--- config.mk ---
export PLATFORM = sky130hd
export DESIGN_NAME = tcp_pwm
export DESIGN_NICKNAME = d
export VERILOG_FILES = /design/src/inc/tcp_pkg.sv /design/src/rtl/tcp_prescaler.sv /design/src/rtl/tcp_channel.sv /design/src/rtl/tcp_pwm.sv
export SDC_FILE = /design/constraint.sdc
export NUM_CORES = 1
export LEC_CHECK = 0
export CAP_MARGIN = 0
export CORE_AREA = 2 2 101 103
export CTS_CLUSTER_DIAMETER = 60
export DETAILED_ROUTE_END_ITERATION = 10
export DIE_AREA = 0 0 103 105
export DONT_BUFFER_PORTS = 1
export PLACE_DENSITY = 0.84
export RECOVER_POWER = 25
export SYNTH_ARGS = -nofsm -noshare
export SYNTH_HDL_FRONTEND = slang
export SYNTH_SLANG_ARGS = --single-unit
--- constraint.sdc ---
create_clock -name pclk -period 5.4 [get_ports pclk]
set_input_delay 0.27 -clock pclk [delete_from_list [all_inputs] [get_ports pclk]]
set_output_delay 0.27 -clock pclk [all_outputs]
set_load 0.1 [all_outputs]
--- src/inc/tcp_pkg.sv ---
// Shared constants, register map and helper functions of the three-channel PWM.
package tcp_pkg;

  // ==========================================================================
  // Widths and sizes.
  localparam int TCP_ADDR_W = 8;
  localparam int TCP_DATA_W = 32;
  localparam int TCP_STRB_W = 4;
  localparam int TCP_NUM_CH = 3;
  localparam int TCP_CNT_W = 10;
  localparam int TCP_PRE_W = 3;

  // ==========================================================================
  // Register indexes; the byte address is four times the index.
  localparam logic [5:0] TCP_IDX_EN_CTRL = 6'h10;
  localparam logic [5:0] TCP_IDX_DUTY_HI_CTRL = 6'h11;
  localparam logic [5:0] TCP_IDX_PRD_DIV_SEL = 6'h12;
  localparam logic [5:0] TCP_IDX_DUTY_LO_WIN = 6'h13;
  localparam logic [5:0] TCP_IDX_PRD_LO = 6'h14;

  // ==========================================================================
  // Field positions.
  localparam int TCP_EN_LSB = 0;
  localparam int TCP_DUTY_HI_LSB = 0;
  localparam int TCP_PRD_HI_LSB = 6;
  localparam int TCP_DIV_LSB = 4;
  localparam int TCP_SEL_LSB = 0;

  // ==========================================================================
  // Reset values.
  localparam logic [2:0] TCP_EN_RST = 3'h0;
  localparam logic [9:0] TCP_DUTY_RST = 10'h000;
  localparam logic [1:0] TCP_PRD_HI_RST = 2'h0;
  localparam logic [7:0] TCP_PRD_LO_RST = 8'h00;
  localparam logic [1:0] TCP_DIV_RST = 2'h0;
  localparam logic [2:0] TCP_SEL_RST = 3'h0;

  // ==========================================================================
  // Helpers.
  // Terminal count of the prescaler for a divider select code.
  function automatic logic [2:0] tcp_div_last(input logic [1:0] sel);
    logic [2:0] r;
    r = 3'h0;
    case (sel)
      2'h0: r = 3'h0;
      2'h1: r = 3'h1;
      2'h2: r = 3'h3;
      default: r = 3'h7;
    endcase
    return r;
  endfunction : tcp_div_last

  // True when a channel-select code names a real channel.
  function automatic logic tcp_sel_ok(input logic [2:0] sel);
    return sel <= 3'h2;
  endfunction : tcp_sel_ok

endpackage : tcp_pkg

--- src/rtl/tcp_prescaler.sv ---
// Shared clock prescaler that pulses a tick every 1, 2, 4 or 8 clocks.
`timescale 1ns/100ps
module tcp_prescaler (
  input wire logic pclk,
  input wire logic presetn,
  input wire logic run,
  input wire logic [1:0] div_sel,
  output logic tick
);
  import tcp_pkg::*;

  logic [TCP_PRE_W-1:0] cnt_q;
  logic [TCP_PRE_W-1:0] last;

  assign last = tcp_div_last(div_sel);

  // ==========================================================================
  // Divider counter.
  always_ff @(posedge pclk or negedge presetn) begin
    if (!presetn) begin
      cnt_q <= 3'h0;
    end else if (!run || cnt_q >= last) begin
      cnt_q <= 3'h0;
    end else begin
      cnt_q <= cnt_q + 3'h1;
    end
  end

  // ==========================================================================
  // Tick output.
  always_ff @(posedge pclk or negedge presetn) begin
    if (!presetn) begin
      tick <= 1'b0;
    end else begin
      tick <= run && (cnt_q >= last);
    end
  end

endmodule : tcp_prescaler

--- src/rtl/tcp_channel.sv ---
// One PWM channel: buffered duty value and compare output.
`timescale 1ns/100ps
module tcp_channel #(
  parameter int CNT_W = 10
) (
  input wire logic pclk,
  input wire logic presetn,
  input wire logic load,
  input wire logic en,
  input wire logic [CNT_W-1:0] cnt,
  input wire logic [CNT_W-1:0] duty_new,
  output logic [CNT_W-1:0] duty_act,
  output logic pwm_out
);
  import tcp_pkg::*;

  // ==========================================================================
  // Active duty, taken over at a period start and on every clock while no channel runs.
  always_ff @(posedge pclk or negedge presetn) begin
    if (!presetn) begin
      duty_act <= '0;
    end else if (load) begin
      duty_act <= duty_new;
    end
  end

  // ==========================================================================
  // Compare output, held low while disabled.
  always_ff @(posedge pclk or negedge presetn) begin
    if (!presetn) begin
      pwm_out <= 1'b0;
    end else begin
      // Compare with duty.
      pwm_out <= en && (cnt <= duty_act);
    end
  end

endmodule : tcp_channel

--- src/rtl/tcp_pwm.sv ---
// Three-channel PWM with shared period counter, prescaler and APB registers.
//
// Summary of operation
// Three channels share one 10-bit period counter.
// One shared prescaler clocks the period counter.
// Each channel keeps its own 10-bit duty.
// New duty applies from the next period.
// Enable bits 2..0 gate channels, reset 0.
// Duty bits 9..8 packed in one control byte.
// Period bits 9..8 in bits 7..6, low separate.
// Divider field selects divide by 1,2,4,8.
// Select codes 0..2 pick channel, others none.
// Low duty window follows the channel select.
// Counter clears on period match, period+1 ticks.
// Output high while counter not above duty.
// Period captured when first channel enables.
// Software sets channel select before window access.
// Software configures divider, period, select, duty, enables; the testbench writes the low period, select and duties before the divider.
// Disabled output low; unused bits read zero.
//
// The APB interface to the registers was chosen for this implementation.
`timescale 1ns/100ps
module tcp_pwm (
  input wire logic pclk,
  input wire logic presetn,
  input wire logic psel,
  input wire logic penable,
  input wire logic pwrite,
  input wire logic [tcp_pkg::TCP_ADDR_W-1:0] paddr,
  input wire logic [tcp_pkg::TCP_DATA_W-1:0] pwdata,
  input wire logic [tcp_pkg::TCP_STRB_W-1:0] pstrb,
  output logic [tcp_pkg::TCP_DATA_W-1:0] prdata,
  output logic pready,
  output logic pslverr,
  output logic [tcp_pkg::TCP_NUM_CH-1:0] pwm_out
);
  import tcp_pkg::*;

  // ==========================================================================
  // Register state.
  logic [TCP_NUM_CH-1:0] en_q;
  logic [TCP_CNT_W-1:0] duty_q [TCP_NUM_CH];
  logic [1:0] prd_hi_q;
  logic [7:0] prd_lo_q;
  logic [1:0] div_sel_q;
  logic [2:0] sel_q;
  logic [TCP_CNT_W-1:0] prd_act_q;
  logic [TCP_CNT_W-1:0] cnt_q;
  logic [TCP_CNT_W-1:0] duty_act [TCP_NUM_CH];
  logic [TCP_CNT_W-1:0] prd_full;
  logic run;
  logic tick;
  logic load;
  logic [5:0] idx;
  logic mapped;
  logic access;
  logic wr_en;
  logic [7:0] rd_byte;

  assign idx = paddr[7:2];
  assign access = psel && penable && !pready;
  assign wr_en = psel && penable && pready && pwrite && pstrb[0] && mapped;
  // Period assembly.
  assign prd_full = {prd_hi_q, prd_lo_q};
  assign run = |en_q;
  // Period start.
  assign load = !run || (tick && cnt_q == prd_act_q);

  // ==========================================================================
  // Address decode and read mux.
  always_comb begin
    mapped = paddr[1:0] == 2'h0;
    rd_byte = 8'h00;
    case (idx)
      // Unused bits zero.
      TCP_IDX_EN_CTRL: rd_byte = {5'h00, en_q};
      TCP_IDX_DUTY_HI_CTRL: rd_byte = {2'h0, duty_q[2][9:8], duty_q[1][9:8], duty_q[0][9:8]};
      TCP_IDX_PRD_DIV_SEL: rd_byte = {prd_hi_q, div_sel_q, 1'b0, sel_q};
      TCP_IDX_DUTY_LO_WIN: begin
        // Window read.
        if (tcp_sel_ok(sel_q)) begin
          rd_byte = duty_q[sel_q[1:0]][7:0];
        end
      end
      TCP_IDX_PRD_LO: rd_byte = prd_lo_q;
      default: mapped = 1'b0;
    endcase
  end

  // ==========================================================================
  // APB answer: one wait state, then a ready pulse.
  always_ff @(posedge pclk or negedge presetn) begin
    if (!presetn) begin
      pready <= 1'b0;
      pslverr <= 1'b0;
      prdata <= 32'h0000_0000;
    end else begin
      pready <= access;
      pslverr <= access && !mapped;
      if (access) begin
        prdata <= (pwrite || !mapped) ? 32'h0000_0000 : {24'h00_0000, rd_byte};
      end
    end
  end

  // ==========================================================================
  // Enable register.
  always_ff @(posedge pclk or negedge presetn) begin
    if (!presetn) begin
      en_q <= TCP_EN_RST;
    end else if (wr_en && idx == TCP_IDX_EN_CTRL) begin
      // Channel enables.
      en_q <= pwdata[TCP_EN_LSB +: TCP_NUM_CH];
    end
  end

  // ==========================================================================
  // Duty registers.
  // Per-channel duty.
  always_ff @(posedge pclk or negedge presetn) begin
    if (!presetn) begin
      for (int i = 0; i < TCP_NUM_CH; i++) begin
        duty_q[i] <= TCP_DUTY_RST;
      end
    end else if (wr_en) begin
      for (int i = 0; i < TCP_NUM_CH; i++) begin
        // High duty bits.
        if (idx == TCP_IDX_DUTY_HI_CTRL) begin
          duty_q[i][9:8] <= pwdata[TCP_DUTY_HI_LSB + 2*i +: 2];
        end
        // Select decode.
        if (idx == TCP_IDX_DUTY_LO_WIN && tcp_sel_ok(sel_q) && sel_q[1:0] == 2'(i)) begin
          duty_q[i][7:0] <= pwdata[7:0];
        end
      end
    end
  end

  // ==========================================================================
  // Period, divider and select registers.
  always_ff @(posedge pclk or negedge presetn) begin
    if (!presetn) begin
      prd_hi_q <= TCP_PRD_HI_RST;
      div_sel_q <= TCP_DIV_RST;
      sel_q <= TCP_SEL_RST;
      prd_lo_q <= TCP_PRD_LO_RST;
    end else if (wr_en) begin
      if (idx == TCP_IDX_PRD_DIV_SEL) begin
        prd_hi_q <= pwdata[TCP_PRD_HI_LSB +: 2];
        // Divider select.
        div_sel_q <= pwdata[TCP_DIV_LSB +: 2];
        sel_q <= pwdata[TCP_SEL_LSB +: 3];
      end
      if (idx == TCP_IDX_PRD_LO) begin
        prd_lo_q <= pwdata[7:0];
      end
    end
  end

  // ==========================================================================
  // Period capture.
  always_ff @(posedge pclk or negedge presetn) begin
    if (!presetn) begin
      prd_act_q <= '0;
    end else if (!run) begin
      // Latched once a channel runs.
      prd_act_q <= prd_full;
    end
  end

  // ==========================================================================
  // Shared prescaler.
  // One prescaler.
  tcp_prescaler u_pre (
    .pclk(pclk),
    .presetn(presetn),
    .run(run),
    .div_sel(div_sel_q),
    .tick(tick)
  );

  // ==========================================================================
  // Shared period counter.
  always_ff @(posedge pclk or negedge presetn) begin
    if (!presetn) begin
      cnt_q <= '0;
    end else if (!run) begin
      cnt_q <= '0;
    end else if (tick) begin
      // Clear on match.
      if (cnt_q == prd_act_q) begin
        cnt_q <= '0;
      end else begin
        cnt_q <= cnt_q + 10'h001;
      end
    end
  end

  // ==========================================================================
  // Channels.
  for (genvar g = 0; g < TCP_NUM_CH; g++) begin : g_ch
    // Common counter per channel.
    tcp_channel #(
      .CNT_W(TCP_CNT_W)
    ) u_ch (
      .pclk(pclk),
      .presetn(presetn),
      .load(load),
      .en(en_q[g]),
      .cnt(cnt_q),
      .duty_new(duty_q[g]),
      .duty_act(duty_act[g]),
      .pwm_out(pwm_out[g])
    );
  end
endmodule : tcp_pwm

After elaboration in Yosys (flattened, before gate mapping)
Cells that the tools add are included.
{"block": "op_classes", "n_bitwise": 1, "mux": 12, "n_reduce_logical": 34, "n_eq_ne": 11, "addsub": 2, "magnitude_cmp": 6}
{"cell": "$pmux 8 s5", "n": 1}
{"cell": "$mux 8", "n": 4}
{"cell": "$eq 6x5->1 const B", "n": 5}
{"cell": "$le 10x10->1", "n": 3}
{"cell": "$mux 10", "n": 3}
{"cell": "$bmux 10 s2", "n": 1}
{"cell": "$logic_and 1x1->1", "n": 17}
{"cell": "$reduce_and 2->1", "n": 6}
{"cell": "$add 10x1->10 const B", "n": 1}
{"cell": "$eq 10x10->1", "n": 1}
{"cell": "$pmux 3 s3", "n": 1}
{"cell": "$logic_not 2->1", "n": 3}
{"cell": "$reduce_or 5->1", "n": 1}
{"cell": "$eq 2x1->1 const B", "n": 2}
{"cell": "$eq 2x2->1 const B", "n": 2}
{"cell": "$add 3x1->3 const B", "n": 1}
{"cell": "$ge 3x3->1", "n": 1}
{"cell": "$ge 3x3->1 const B", "n": 1}
{"cell": "$le 3x2->1 const B", "n": 1}
{"cell": "$logic_not 1->1", "n": 3}
{"cell": "$logic_or 1x1->1", "n": 3}
{"cell": "$mux 3", "n": 1}
{"cell": "$not 2->3", "n": 1}
{"cell": "$reduce_or 3->1", "n": 1}
{"cell": "2 further kinds", "n": 2}
{"block": "totals", "regBits": 139}

Depth between registers and ports, before layout
{"block": "logic_depth", "word_depth": 7, "ltp_mapped": 7}

Cells and area by module
A second synthesis with hierarchy kept.
{"block": "hier_totals", "hier_cells": 558, "hier_area_um2": 6049.6}
{"mod": "tcp_pwm", "cells_per_inst": 328, "area_per_inst_um2": 3887.5, "instances": 1}
{"mod": "tcp_channel", "cells_per_inst": 69, "area_per_inst_um2": 639.4, "instances": 3}
{"mod": "tcp_prescaler", "cells_per_inst": 23, "area_per_inst_um2": 244.0, "instances": 1}

Least setup slack after synthesis
OpenSTA, ideal clock, no wires.
{"block": "synth_timing", "path_kind": "reg2reg", "startpoint": "register pready", "endpoint": "register sel_q[0]", "t_required_ns": 5.275, "setup_slack_ns": 3.075, "stages_incl_launch_ff": 5, "setup_time_ns": 0.125, "arrival_ns": 2.201, "cell_sequence": "dfrtp_1 > and4_1 > nand4_4 > nor3b_4 > mux2_2"}
{"block": "synth_via", "elab_chain_cells": 5}
{"item": "from (decl)", "line": "tcp_pwm.sv:33", "rtl": "output logic pready,"}
{"item": "from (signal assigned)", "line": "tcp_pwm.sv:98", "rtl": "pready <= access;"}
{"item": "$logic_and 1x1->1 (4 in series)", "line": "tcp_pwm.sv:62", "rtl": "assign wr_en = psel && penable && pready && pwrite && pstrb[0] && mapped;"}
{"item": "$reduce_and 2->1 (no source line)"}
{"item": "to (signal assigned)", "line": "tcp_pwm.sv:152", "rtl": "sel_q <= pwdata[TCP_SEL_LSB +: 3];"}
{"item": "to (decl)", "line": "tcp_pwm.sv:46", "rtl": "logic [2:0] sel_q;"}
Every way passes these cells.
A chain may end at the register's enable or synchronous reset.

Worst setup path in the final report
{"block": "layout_timing", "startpoint": "register pready", "endpoint": "register div_sel_q[1]"}
{"block": "layout_via", "elab_chain_cells": 5}
{"item": "$logic_and 1x1->1 (4 in series)", "line": "tcp_pwm.sv:62"}
{"item": "$reduce_and 2->1 (no source line)"}
{"item": "to (signal assigned)", "line": "tcp_pwm.sv:151", "rtl": "div_sel_q <= pwdata[TCP_DIV_LSB +: 2];"}
{"item": "to (decl)", "line": "tcp_pwm.sv:45", "rtl": "logic [1:0] div_sel_q;"}
Every way passes these cells.

==> flow_summary_export.csv <==
group,metric,value,unit
timing,fmax,0.294,GHz
final_layout,instances_no_fill,703,
routing,detail-route-antenna-nets,0,
synth,synth-seq-cells,115,
critical_path,start_kind,"flip-flop",
critical_path,endpoint_kind,"flip-flop",
global_routing,grt_use_met3,6.96,%
clock_tree,cts_tree,"built",
timing,slew_violations,116,
timing,finalHoldViolations,0,
critical_path,critical_path.max_stage_delay,0.96,ns
final_layout,stdcell_area,6980,sq um
synth,async_flop_share,100,%
global_routing,grt_max_degree,116,
critical_path,cp_slowest_cell,"dfrtp_1",
synth,yosysSeqAreaShare,46.3,%
min_path,hold_class,"in -> reg",
flow_run,drv_cap,1,
final_layout,nFillCells,594,
timing,fin_skew,0.00896,ns
clock_tree,clock-sinks,115,
floorplan,fp.dieW,103,um
final_layout,final_nets,642,
timing,slew-limit-headroom,-85.1,%
synth,yosysWarnings,0,
critical_path,r2r_cells,7,
placed_design,post-place-ws,2.94,ns
clock_tree,clockBufferDepth,2,
routing,drt-total-wl,15.5,mm
routing,viasPerCell,6.22,
synth,syn-instance-count,539,
final_layout,num_antenna_cells,0,
clock_tree,clk_latency,0.52,ns
routing,drt_iter0_drc,421,
synth,synthTopCellsByCount,"115 x dfrtp_1, 52 x nand2_1, 44 x mux2_2, 35 x ha_1, 34 x inv_1",
critical_path,critPathKind,"reg -> reg",
timing,fin_ws,2.00,ns
floorplan,ios,86,
synth,synth_area_leaders,"dfrtp_1 46%, mux2_2 8.0%, mux2_4 7.2%",
global_routing,grt_pass1_wl,24.8,mm
placed_design,place_hpwl,9.47,mm
synth,synth_top_area_cell,"dfrtp_1",
global_routing,gr-usage-met2,49.0,%
clock_tree,htreeDepth,4,
floorplan,die_y,105,um
critical_path,cp_common_cell,"dlygate4sd3_1",
placed_design,place_inst,654,
global_routing,grt.total_usage,31.0,%
synth,yosys.cell_types.count,61,
global_routing,grt_pass1_vias,4504,
clock_tree,cts.repair.resized,0,
critical_path,arrival,3.86,ns
floorplan,initial_utilization,64.5,%
placed_design,io_buffer_count,0,
routing,wl_per_cell,22.0,um
critical_path,path_cells,"and4_1 > nand4_4 > nor3b_4 > nand2_1 > dlygate4sd3_1 > o21ai_0 > dlygate4sd3_1",
timing,hold_ws,0.0383,ns
synth,synth-edff-count,0,
floorplan,core,9640,sq um
final_layout,drive_above_1_share,21.4,%
synth,ys.flop_type,"dfrtp_1",
placed_design,dpl-instance-area,6200,sq um
clock_tree,postCtsSetupBuffers,0,
power_and_ir_drop,power.total,2.13,mW
clock_tree,cts_buffers,17,
global_routing,use_met1,40.6,%
timing,setup-violations-final,0,
routing,vias,4374,
timing,worst_pin_slew,2.78,ns
power_and_ir_drop,powerDensity,305,nW/um^2
synth,synth_top_area_share,46.3,%
synth,synth.avg_cell_area,11.5,sq um
synth,yosysMostFrequentCell,"dfrtp_1",
critical_path,worst_ep_required_time,5.86,ns
global_routing,busiest_layer,"met2",
final_layout,syn_to_final_growth,12.3,%
global_routing,grt_overflow,0,
synth,syn_area,6210,sq um
run_status,violations,"capacitance limit, slew limit",
timing,period_minus_slack,3.40,ns
global_routing,grt_antenna_before_repair,0,
timing,rsz0062_at_grt,"false",
final_layout,fin_util,72.4,%
placed_design,gp_congestion,0.866,
timing,fin_setup_tns,0,ns
clock_tree,cts.clk_slew.worst_paths,0.06,ns
clock_tree,cts_root_buf,"clkbuf_8",
routing,post-route-drc-count,0,
run_status,run_status,"complete, but fails checks",
routing,dr.pass1.iters,7,
min_path,min_path_cells,2,
timing,fin_crit_sh,62.9,%
critical_path,cp_max_fo,8,
floorplan,fp-row-count,36,
floorplan,die-area,10800,sq um
power_and_ir_drop,peakVddDrop,0.369,mV
power_and_ir_drop,leakage,3.35,nW
## what timing repair did
action                     4_1_cts  5_1_grt
setup endpoints to repair        0        0
hold buffers                    18        0
hold endpoints to repair       171        0
## final timing paths
kind,end,from,slack [ns]
worst max-delay path,div_sel_q[1]$_DFFE_PN0P_,pready$_DFF_PN0_,2.00
worst min-delay path,prd_hi_q[0]$_DFFE_PN0P_,paddr[2],0.04
worst min register to register,u_pre.cnt_q[0]$_DFF_PN0_,u_pre.cnt_q[0]$_DFF_PN0_,0.46
max in group asynchronous,prd_act_q[0]$_DFFE_PN0N_,presetn,2.59
worst max register to register,div_sel_q[1]$_DFFE_PN0P_,pready$_DFF_PN0_,2.00
min in group asynchronous,duty_q[5]$_DFFE_PN0P_,presetn,1.17
## state kept, by name, indices dropped and copies added (netlist names), 2 cells and up
signal and cells:
prd_lo_q 8, g_ch.u_ch.pwm_out 3, sel_q 3, prdata 8, duty_q 30, u_pre.cnt_q 3
div_sel_q 2, prd_act_q 10, g_ch.u_ch.duty_act 30, en_q 3, prd_hi_q 2, cnt_q 10
## layer usage
layer | share of wire, % | vias up
met5 | 0 | -
met4 | 4.3 | 0
met3 | 7.4 | 63
met2 | 49 | 245
met1 | 39 | 2159
li1 | - | 1907
## area by class of cell
cell class / count / area [sq um] / share of cell area [%]
clock buffer: 22 / 473 / 6.78
clock inverter: 9 / 128 / 1.83
inverter: 34 / 128 / 1.83
multi-input combinational: 370 / 3020 / 43.2
sequential: 115 / 2880 / 41.2
tap: 133 / 166 / 2.38
timing repair buffer: 20 / 190 / 2.72
## cell families (layout without fill, tap and decap cells)
kind of cell | after synthesis | after routing | share of synthesized area [%]
and+or+nand+nor | 143 | 143 | 12.8
DFF | 115 | 115 | 46.3
muxes | 88 | 88 | 17.5
buffers and inverters | 77 | 85 | 6.73
AOI/OAI and AO/OA | 64 | 64 | 7.25
adders and majority gates | 35 | 35 | 7.05
xor gates and xnor gates | 16 | 16 | 2.26
other | 1 | 24 | 0.0604
## critical path, delay by kind of cell (launching register included)
| family | cells | cell delay (ns) |
|---|---|---|
| DFF | 1 | 0.96 |
| AOI/OAI and AO/OA | 1 | 0.08 |
| buffers and inverters | 2 | 1.14 |
| and+or+nand+nor | 4 | 1.15 |
## report_power, final
group	switching, mW	internal, mW	total, mW
logic	0.108	0.0147	0.123
clock network	0.389	0.746	1.13
registers	0.00832	0.864	0.873
total	0.505	1.63	2.13
## layout by cell type (no fill, tap or decap), types with 5 or more instances in the layout
| cell | count |
|---|---|
| o21ai_0 | 16 |
| clkbuf_8 | 5 |
| xor2_1 | 9 |
| nor3_1 | 6 |
| ha_1 | 35 |
| dfrtp_1 | 115 |
| nand3_1 | 8 |
| mux2_4 | 30 |
| a21oi_1 | 9 |
| a22oi_1 | 8 |
| and3_1 | 7 |
| o2bb2ai_1 | 6 |
| mux2_2 | 44 |
| nand4_1 | 12 |
| clkbuf_16 | 16 |
| nor2b_1 | 8 |
| nor2_1 | 19 |
| conb_1 | 24 |
| nand2_1 | 52 |
| inv_1 | 34 |
| mux2i_1 | 11 |
| dlygate4sd3_1 | 17 |
| xnor2_1 | 7 |
Note: power is estimated with default switching activity, not from simulation.
